## src/design/bist_params.svh

```systemverilog
`ifndef BIST_PARAMS_SVH
`define BIST_PARAMS_SVH
// Register index as printed, byte address is four times it
`define STC_INDEX   8'h16
`define STC_ADDR    (`STC_INDEX << 2)
// Fixed read value of bits 8:7
`define RSV_MID     2'h2
// Control register reset value
`define CTL_RESET   16'h0000
// Loopback select codes
`define LB_NONE     4'h0
`define LB_PCS      4'h1
`define LB_ANALOG   4'h2
`define LB_REVERSE  4'h4
`define LB_RSVD     4'h8
// Payload bit of constant-data packets
`define CONST_BIT   1'h1
// PRBS generator seed, any non-zero value
`define PRBS_SEED   15'h7fff
`endif

```

## src/design/bist_pkg.sv

```systemverilog
package bist_pkg;

	// Self-test control word, bit 15 down to bit 0
	typedef struct packed {
		logic       rsv_top;   // Bit 15, reads zero
		logic       err_mode;  // 1 = continuous error count
		logic       pkt_type;  // 1 = PRBS packets
		logic       gen_en;    // Generator enable
		logic       lock;      // Checker locked
		logic       loss;      // Sync lost, latched
		logic       gen_stat;  // Generator active
		logic [1:0] rsv_mid;   // Fixed pattern
		logic       mdi_fwd;   // Forward to MDI in xMII loopback
		logic [3:0] lb_sel;    // Loopback select
		logic [1:0] rsv_lo;    // Plain storage
	} ctl_s;

	// Generator states, Gray along idle-send-gap
	typedef enum logic [1:0] {
		G_IDLE = 2'b00,
		G_SEND = 2'b01,
		G_GAP  = 2'b11,
		G_DONE = 2'b10
	} gen_state_e;

	typedef logic [14:0] prbs_t;

	// Next bit of x^15 + x^14 + 1
	function automatic logic prbs_fb(input prbs_t s);
		prbs_fb = s[14] ^ s[13];
	endfunction : prbs_fb

endpackage : bist_pkg

```

## src/design/prbs_source.sv

```systemverilog
`timescale 1ns/100ps
`default_nettype none
`include "bist_params.svh"
// PRBS15 generator, steps once per advance
module prbs_source (
	input  wire logic clk_sys,
	input  wire logic reset,
	input  wire logic advance,
	output var  logic bit_out
);
	import bist_pkg::*;

	prbs_t sh_reg; // Shift state, never all zero

	////////////////////////////////////////////////////////////////////
	// Shift register
	always_ff @(posedge clk_sys or posedge reset) begin
		if (reset) begin
			sh_reg <= `PRBS_SEED;
		end else if (advance) begin
			sh_reg <= {sh_reg[13:0], prbs_fb(sh_reg)};
		end
	end

	// Next bit is the feedback of the current state
	assign bit_out = prbs_fb(sh_reg);

endmodule : prbs_source
`default_nettype wire

```

## src/design/bist_err_counter.sv

```systemverilog
`timescale 1ns/100ps
`default_nettype none
// Checker error counter, saturating or wrapping
module bist_err_counter #(
	parameter int WIDTH = 16
) (
	input  wire logic             clk_sys,
	input  wire logic             reset,
	input  wire logic             inc,
	input  wire logic             cont_mode,
	output var  logic [WIDTH-1:0] count_reg,
	output var  logic             wrap_reg
);
	localparam logic [WIDTH-1:0] MAXV = '1; // Top of count

	////////////////////////////////////////////////////////////////////
	// Count and wrap pulse
	always_ff @(posedge clk_sys or posedge reset) begin
		if (reset) begin
			count_reg <= '0;
			wrap_reg  <= 1'b0;
		end else begin
			wrap_reg <= 1'b0;
			if (inc && count_reg == MAXV) begin
				// Single mode simply holds at the top
				if (cont_mode) begin
					count_reg <= '0;
					wrap_reg  <= 1'b1;
				end
			end else if (inc) begin
				count_reg <= count_reg + 1'b1;
			end
		end
	end
endmodule : bist_err_counter
`default_nettype wire

```

## src/design/prbs_bist_loopback_ctrl.sv

```systemverilog
// Summary of operation
// Continuous mode: pulse at max, restart zero
// Single mode: stop counting at max
// PRBS type plus enable: endless PRBS packets
// PRBS type, generator off: checker stays on
// Constant type: one packet, no PRBS
// Enable bit starts, clearing stops generator
// Lock bit shows checker synchronised
// Sync loss latches until read
// Status bit shows generator active
// Codes 1,2,4 pick PCS, analog, reverse
// Code 0 normal, code 8 reserved
// Bit 6 forwards xMII loopback data to MDI
// Software sets bit 6 only in xMII loopback
// Checker compares local PRBS, counts mismatches
`timescale 1ns/100ps
`default_nettype none
`include "bist_params.svh"
module prbs_bist_loopback_ctrl #(
	parameter int PKT_BITS     = 256,
	parameter int GAP_BITS     = 16,
	parameter int LOCK_MATCHES = 32,
	parameter int LOSS_MISSES  = 4,
	parameter int ERR_WIDTH    = 16
) (
	input  wire logic                 clk_sys,
	input  wire logic                 reset,
	input  wire logic [7:0]           avs_address,
	input  wire logic                 avs_read,
	input  wire logic                 avs_write,
	input  wire logic [31:0]          avs_writedata,
	input  wire logic [3:0]           avs_byteenable,
	output var  logic [31:0]          avs_readdata,
	output var  logic                 avs_waitrequest,
	input  wire logic                 xmii_loopback,
	input  wire logic                 rx_bit,
	input  wire logic                 rx_valid,
	output var  logic                 tx_bit,
	output var  logic                 tx_valid,
	output var  logic                 lb_pcs,
	output var  logic                 lb_analog,
	output var  logic                 lb_reverse,
	output var  logic                 mdi_tx_en,
	output var  logic [ERR_WIDTH-1:0] err_count,
	output var  logic                 err_wrap
);
	import bist_pkg::*;

	localparam logic [15:0] PKT_LAST  = 16'(PKT_BITS - 1);
	localparam logic [15:0] GAP_LAST  = 16'(GAP_BITS - 1);
	localparam logic [7:0]  LOCK_LAST = 8'(LOCK_MATCHES - 1);
	localparam logic [7:0]  LOSS_LAST = 8'(LOSS_MISSES - 1);

	ctl_s       ctl_reg;        // Software-written fields
	ctl_s       wv;             // Write data as fields
	ctl_s       rv;             // Read view
	logic       wait_reg;       // Waitrequest flop
	logic [31:0] rdata_reg;     // Read data flop
	logic       hit;            // Address matches the register
	logic       wr_done;        // Write completes this edge
	logic       rd_take;        // Read taken this edge
	gen_state_e st_reg;         // Generator state
	logic [15:0] bit_cnt_reg;   // Bits in packet or gap
	logic       gen_active_reg; // Generator status
	logic       prbs_bit;       // Next PRBS bit to send
	logic       tx_bit_reg;
	logic       tx_valid_reg;
	logic       lb_pcs_reg;
	logic       lb_analog_reg;
	logic       lb_reverse_reg;
	logic       mdi_tx_en_reg;
	prbs_t      chk_sh_reg;     // Checker local sequence
	logic       chk_pred;       // Predicted received bit
	logic       lock_reg;       // Checker locked
	logic       loss_reg;       // Sync lost, latched
	logic [7:0] match_cnt_reg;  // Matches while hunting
	logic [7:0] miss_cnt_reg;   // Back-to-back misses when locked
	logic       chk_en;         // Checker running
	logic       mismatch;       // Received bit differs
	logic       err_inc;        // One bit error

	////////////////////////////////////////////////////////////////////
	// Avalon slave: one wait state, then the transfer completes
	assign hit     = avs_address == `STC_ADDR;
	assign wr_done = avs_write && !wait_reg;
	assign rd_take = avs_read && wait_reg;
	assign wv      = ctl_s'(avs_writedata[15:0]);

	// Waitrequest drops for exactly one edge per request
	always_ff @(posedge clk_sys or posedge reset) begin
		if (reset) begin
			wait_reg <= 1'b1;
		end else begin
			wait_reg <= !((avs_read || avs_write) && wait_reg);
		end
	end

	// Read view with live status; fixed bits forced
	always_comb begin
		rv          = ctl_reg;
		rv.rsv_top  = 1'b0;
		rv.lock     = lock_reg;
		rv.loss     = loss_reg;
		rv.gen_stat = gen_active_reg;
		rv.rsv_mid  = `RSV_MID;
	end

	// Read data captured while waitrequest is high
	always_ff @(posedge clk_sys or posedge reset) begin
		if (reset) begin
			rdata_reg <= 32'h0000_0000;
		end else if (rd_take) begin
			// Unmapped addresses read zero
			rdata_reg <= hit ? {16'h0000, rv} : 32'h0000_0000;
		end
	end

	////////////////////////////////////////////////////////////////////
	// Control fields, byte lanes honoured; status bits not writable
	always_ff @(posedge clk_sys or posedge reset) begin
		if (reset) begin
			ctl_reg <= ctl_s'(`CTL_RESET);
		end else if (wr_done && hit) begin
			if (avs_byteenable[1]) begin
				ctl_reg.err_mode <= wv.err_mode;
				ctl_reg.pkt_type <= wv.pkt_type;
				ctl_reg.gen_en   <= wv.gen_en;
			end
			if (avs_byteenable[0]) begin
				ctl_reg.mdi_fwd <= wv.mdi_fwd;
				ctl_reg.lb_sel  <= wv.lb_sel;
				ctl_reg.rsv_lo  <= wv.rsv_lo;
			end
		end
	end

	////////////////////////////////////////////////////////////////////
	// Packet generator
	always_ff @(posedge clk_sys or posedge reset) begin
		if (reset) begin
			st_reg      <= G_IDLE;
			bit_cnt_reg <= 16'h0000;
		end else if (!ctl_reg.gen_en) begin
			// Clearing the enable stops at once
			st_reg      <= G_IDLE;
			bit_cnt_reg <= 16'h0000;
		end else begin
			case (st_reg)
			G_IDLE: begin
				st_reg      <= G_SEND;
				bit_cnt_reg <= 16'h0000;
			end
			G_SEND: begin
				if (bit_cnt_reg == PKT_LAST) begin
					bit_cnt_reg <= 16'h0000;
					// PRBS repeats, constant sends once
					st_reg <= ctl_reg.pkt_type ? G_GAP : G_DONE;
				end else begin
					bit_cnt_reg <= bit_cnt_reg + 16'h0001;
				end
			end
			G_GAP: begin
				if (bit_cnt_reg == GAP_LAST) begin
					bit_cnt_reg <= 16'h0000;
					st_reg      <= G_SEND;
				end else begin
					bit_cnt_reg <= bit_cnt_reg + 16'h0001;
				end
			end
			G_DONE: begin
				// New constant packet needs enable cleared first
				st_reg <= G_DONE;
			end
			default: begin
				st_reg <= G_IDLE;
			end
			endcase
		end
	end

	// PRBS advances only for PRBS payload bits
	prbs_source u_prbs (
		.clk_sys (clk_sys),
		.reset   (reset),
		.advance (st_reg == G_SEND && ctl_reg.pkt_type),
		.bit_out (prbs_bit)
	);

	// Serial output and status
	always_ff @(posedge clk_sys or posedge reset) begin
		if (reset) begin
			tx_bit_reg     <= 1'b0;
			tx_valid_reg   <= 1'b0;
			gen_active_reg <= 1'b0;
		end else begin
			tx_valid_reg   <= st_reg == G_SEND;
			gen_active_reg <= st_reg == G_SEND || st_reg == G_GAP;
			if (st_reg != G_SEND) begin
				tx_bit_reg <= 1'b0;
			end else if (ctl_reg.pkt_type) begin
				tx_bit_reg <= prbs_bit;
			end else begin
				tx_bit_reg <= `CONST_BIT;
			end
		end
	end

	////////////////////////////////////////////////////////////////////
	// Loopback path select and MDI forwarding
	always_ff @(posedge clk_sys or posedge reset) begin
		if (reset) begin
			lb_pcs_reg     <= 1'b0;
			lb_analog_reg  <= 1'b0;
			lb_reverse_reg <= 1'b0;
			mdi_tx_en_reg  <= 1'b1;
		end else begin
			// Code 0, code 8 and mixed codes leave every path off
			lb_pcs_reg     <= ctl_reg.lb_sel == `LB_PCS;
			lb_analog_reg  <= ctl_reg.lb_sel == `LB_ANALOG;
			lb_reverse_reg <= ctl_reg.lb_sel == `LB_REVERSE;
			// Outside xMII loopback the bit is meaningless
			mdi_tx_en_reg  <= xmii_loopback ? ctl_reg.mdi_fwd : 1'b1;
		end
	end

	////////////////////////////////////////////////////////////////////
	// PRBS checker: self-seeds from the stream, then free-runs
	assign chk_en   = ctl_reg.pkt_type;
	assign chk_pred = prbs_fb(chk_sh_reg);
	assign mismatch = rx_bit != chk_pred;
	assign err_inc  = chk_en && lock_reg && rx_valid && mismatch;

	always_ff @(posedge clk_sys or posedge reset) begin
		if (reset) begin
			chk_sh_reg    <= '0;
			lock_reg      <= 1'b0;
			match_cnt_reg <= 8'h00;
			miss_cnt_reg  <= 8'h00;
		end else if (!chk_en) begin
			lock_reg      <= 1'b0;
			match_cnt_reg <= 8'h00;
			miss_cnt_reg  <= 8'h00;
		end else if (rx_valid && !lock_reg) begin
			// Hunting: load received bits, count agreements
			chk_sh_reg   <= {chk_sh_reg[13:0], rx_bit};
			miss_cnt_reg <= 8'h00;
			if (mismatch) begin
				match_cnt_reg <= 8'h00;
			end else if (match_cnt_reg == LOCK_LAST) begin
				lock_reg      <= 1'b1;
				match_cnt_reg <= 8'h00;
			end else begin
				match_cnt_reg <= match_cnt_reg + 8'h01;
			end
		end else if (rx_valid) begin
			// Locked: local copy runs on, errors do not corrupt it
			chk_sh_reg <= {chk_sh_reg[13:0], chk_pred};
			if (!mismatch) begin
				miss_cnt_reg <= 8'h00;
			end else if (miss_cnt_reg == LOSS_LAST) begin
				lock_reg     <= 1'b0;
				miss_cnt_reg <= 8'h00;
			end else begin
				miss_cnt_reg <= miss_cnt_reg + 8'h01;
			end
		end
	end

	// Sync loss latch, cleared on the edge a read samples it, so a
	// loss arriving before completion is never lost; set still wins
	always_ff @(posedge clk_sys or posedge reset) begin
		if (reset) begin
			loss_reg <= 1'b0;
		end else if (chk_en && lock_reg && rx_valid && mismatch &&
			miss_cnt_reg == LOSS_LAST) begin
			loss_reg <= 1'b1;
		end else if (rd_take && hit) begin
			loss_reg <= 1'b0;
		end
	end

	// Error count; wrap or saturate by mode
	bist_err_counter #(
		.WIDTH (ERR_WIDTH)
	) u_err (
		.clk_sys   (clk_sys),
		.reset     (reset),
		.inc       (err_inc),
		.cont_mode (ctl_reg.err_mode),
		.count_reg (err_count),
		.wrap_reg  (err_wrap)
	);

	////////////////////////////////////////////////////////////////////
	// Outputs straight from flops
	assign avs_readdata    = rdata_reg;
	assign avs_waitrequest = wait_reg;
	assign tx_bit          = tx_bit_reg;
	assign tx_valid        = tx_valid_reg;
	assign lb_pcs          = lb_pcs_reg;
	assign lb_analog       = lb_analog_reg;
	assign lb_reverse      = lb_reverse_reg;
	assign mdi_tx_en       = mdi_tx_en_reg;
endmodule : prbs_bist_loopback_ctrl
`default_nettype wire

```

## config.mk

```make
export PLATFORM = sky130hd
export DESIGN_NAME = prbs_bist_loopback_ctrl
export DESIGN_NICKNAME = d
export VERILOG_FILES = /design/src/design/bist_pkg.sv /design/src/design/prbs_source.sv /design/src/design/bist_err_counter.sv /design/src/design/prbs_bist_loopback_ctrl.sv
export VERILOG_INCLUDE_DIRS = /design/src /design/src/design
export SDC_FILE = /design/constraint.sdc
export NUM_CORES = 1
export LEC_CHECK = 0
export ABC_AREA = 1
export BUFFER_PORTS_ARGS = -buffer_cell sky130_fd_sc_hd__buf_2
export CAP_MARGIN = 20
export CORE_AREA = 2 2 112 114
export CTS_CLUSTER_DIAMETER = 60
export DETAILED_ROUTE_END_ITERATION = 12
export DIE_AREA = 0 0 114 116
export PLACE_DENSITY = 0.79
export SETUP_SLACK_MARGIN = 0.2
export SLEW_MARGIN = 20
export SYNTH_ARGS = -nofsm -noshare
export SYNTH_HDL_FRONTEND = slang
export SYNTH_SLANG_ARGS = --single-unit
```

## constraint.sdc

```tcl
create_clock -name clk_sys -period 8 [get_ports clk_sys]
set_input_delay 1.2 -clock clk_sys [delete_from_list [all_inputs] [get_ports clk_sys]]
set_output_delay 1.2 -clock clk_sys [all_outputs]
set_load 0.05 [all_outputs]
```

==> impl_results.md <==
- RSZ-0062 raised after global routing: no
- Vias: 4791
- Vias in the first global route: 4340
- Psw: 0.489 mW
- Sequential cell area fraction in the yosys report: 49.7%
- Drt wl/cell: 12.9 µm
- Yosys warns: 0
- Final hold vios: 0
- Initial antenna violation count: 0
- CP max FO: 4
- Leakage power: 3.56 nW
- Crit-path max cell delay: 0.55 ns
- Crit path capture type: primary output
- Max-cap violations: 0
- Beginning of the worst hold path: ctl_reg[6]
- Final Wtd Congestion: 0.858
- Most frequent cells in the layout: 205 x nand2_1, 98 x dfrtp_1, 85 x inv_1
- Sw Ratio: 27.5%
- Chip height: 116 µm
- PD cells: 259 nW/µm²
- Clk network pwr share: 49.5%
- Initial core utilization: 49.0%
- CP delay by family, top: flip-flops
- Share of post-route cells with drive strength above 1: 16.0%
- Cts bufs inserted: 17
- Least-Margin Pin Slew: 0.808 ns
- Initial drt markers: 449
- Cts hold-fix bufs: 0
- Root Buffer Master: clkbuf_16
- CP max stage cell: dfstp_2
- Reg-to-reg endpoint: bit_cnt_reg[12]
- Port bufs: 64
- R2R depth: 10
- Crit-path cells: buf_2
- Hold Path End: mdi_tx_en
- Post CTS Setup Buffer Count: 0
- Register bit total from synthesis: 115
- Post-synth cell types: 33
- Syn Area/Cell: 8.01 µm²
- Worst-path clk slew: 0.05 ns
- Final WL: 12.3 mm
- Synth area leaders: dfrtp_1 42%, nand2_1 13%, dfstp_2 7.7%
- Crit path buf inv count: 1
- Worst hold slack: 0.455 ns
- Most common cell after layout, fill and taps aside: nand2_1
- Skew final: 0.00840 ns
- Number of I/O pins: 107
- Final Max Slew Viols: 0
- Drt pass-1 iters: 5
- Largest net degree at the start of global routing: 67
- Die area: 13200 µm²
- CTS tree: built
- Placement Rows: 40
- Setup-failing EPs final: 0
- Setup TNS: 0 ns
- Sequential share of power: 36.4%
- Critical path arrival: 1.22 ns
- Clk buf depth: 2
- VDD IR max: 0.161 mV
- CTS HTree Levels: 4
- Cell Area, Synth: 5840 µm²
- Tmin final: 2.42 ns
- CP Class: register to primary output
- Max Fclk: 414 MHz
- Global route overflow: 0
- WP data required: 6.80 ns
- Area share of the largest cell type after synthesis: 42.0%
- Worst R2R Start: st_reg[1]
- Hpwl dp: 8.15 mm
- DRC: 0
- All-layer global routing usage: 19.7%
- Sink Count: 115
- Synth area leader: dfrtp_1
- Hold/Removal Path Class: register to register
- Crit path depth: 1
- Startpoint Class: register
- Die Wd: 114 µm
- # diodes: 0
- Core area: 11900 µm²
- Post-CTS sizing: 0
- P_int: 1.29 mW
- Routed Antenna Nets: 0
- Worst R2R Setup Slack: 5.94 ns
- Slew HR: 46.1%
- Fin nets: 854
- Outcome: complete, no violations
- Syn-to-layout area delta: 17.6%
- Hold depth: 2
- Vias per inst: 5.02
- Combinational Power Share: 14.1%
- First-pass GRT wire length: 20.5 mm
- Final Cycle Share: 30.2%
- Worst-skew pair later-pin latency: 0.41 ns
- Post-synthesis cell count: 729
per-layer routing:
metal | global-route usage (%) | routed length [µm]
met4 | 7.97 | 239
met3 | 4.65 | 718
met1 | 26.5 | 5600
met2 | 30.9 | 5740
met5 | 0 | 0
how the worst max path moves through the flow:
stage	start	to	slack, ns
after CTS	avs_waitrequest	avs_waitrequest	5.57
after floorplan	reset	avs_readdata[0]	3.78
final	avs_waitrequest	avs_waitrequest	5.58
after global placement	avs_address[0]	ctl_reg[3]	5.35
after global routing	avs_address[0]	ctl_reg[4]	5.48
after detailed placement	avs_address[0]	ctl_reg[5]	5.33
cell families (layout without fill, tap and decap cells):
family / Yosys count / after routing / share of synthesized area [%]
other cells: 1 / 18 / 0.0642
buf+inv: 122 / 183 / 9.67
simple gates: 375 / 375 / 27.9
xor+xnor: 21 / 21 / 3.15
compound gates: 87 / 87 / 7.85
flops: 115 / 115 / 49.7
fa+ha+maj: 8 / 8 / 1.71
cells in the mapped netlist:
cell       instances
a21boi_1           1
a21oi_1           19
buf_2              9
buf_4             18
buf_6              3
clkbuf_1           5
clkinv_4           1
conb_1             1
dfrtp_1           98
dfstp_2           17
ha_1               8
inv_1             86
nand2_1          205
nand2_2            1
nand2_4            5
nand3_1           55
nand3_2            2
nand3b_1           2
nand4_1           15
nand4_2            1
nor2_1            78
nor2_2             2
nor2_4             2
nor2_8             1
nor3_1             5
nor4_1             1
o2111ai_1          2
o21ai_0           52
o21ai_1            7
o21bai_1           4
o22ai_1            2
xnor2_1            3
xor2_1            18
metrics by stage:
stage          std cells  power, mW  area (µm²)  utilization, %  setup WS (ns)
6_report             954       1.78        6870            57.6           5.58
5_1_grt              954       1.85        6870            57.6           5.48
2_1_floorplan        746      0.854        5900               -           3.78
3_5_place_dp         923      0.904        6180            51.9           5.33
3_3_place_gp         923      0.900        6180            51.9           5.35
4_1_cts              954       1.79        6870            57.6           5.57
layout make-up:
class                           instances  area, µm²
Inverter                               87        334
Clock buffer                           17        425
Fill cell                            1023       5040
Sequential cell                       115       2900
Clock inverter                         14        259
Multi-Input combinational cell        509       2440
Tap cell                              147        184
Timing Repair Buffer                   65        328
power by group through the flow:
stage          sequential (mW)  clock, mW  combinational, mW
4_1_cts                  0.647      0.889              0.251
3_3_place_gp             0.655          0              0.244
5_1_grt                  0.652      0.919              0.284
6_report                 0.648      0.882              0.251
3_5_place_dp             0.656          0              0.247
2_1_floorplan            0.658          0              0.196
tightest hold or removal path, cell delays in order, from the launching register on:
cell and delay (ns):
dfrtp_1 0.32, inv_1 0.05, nand2_1 0.05
No activity file was read; power rests on OpenSTA's default activity.
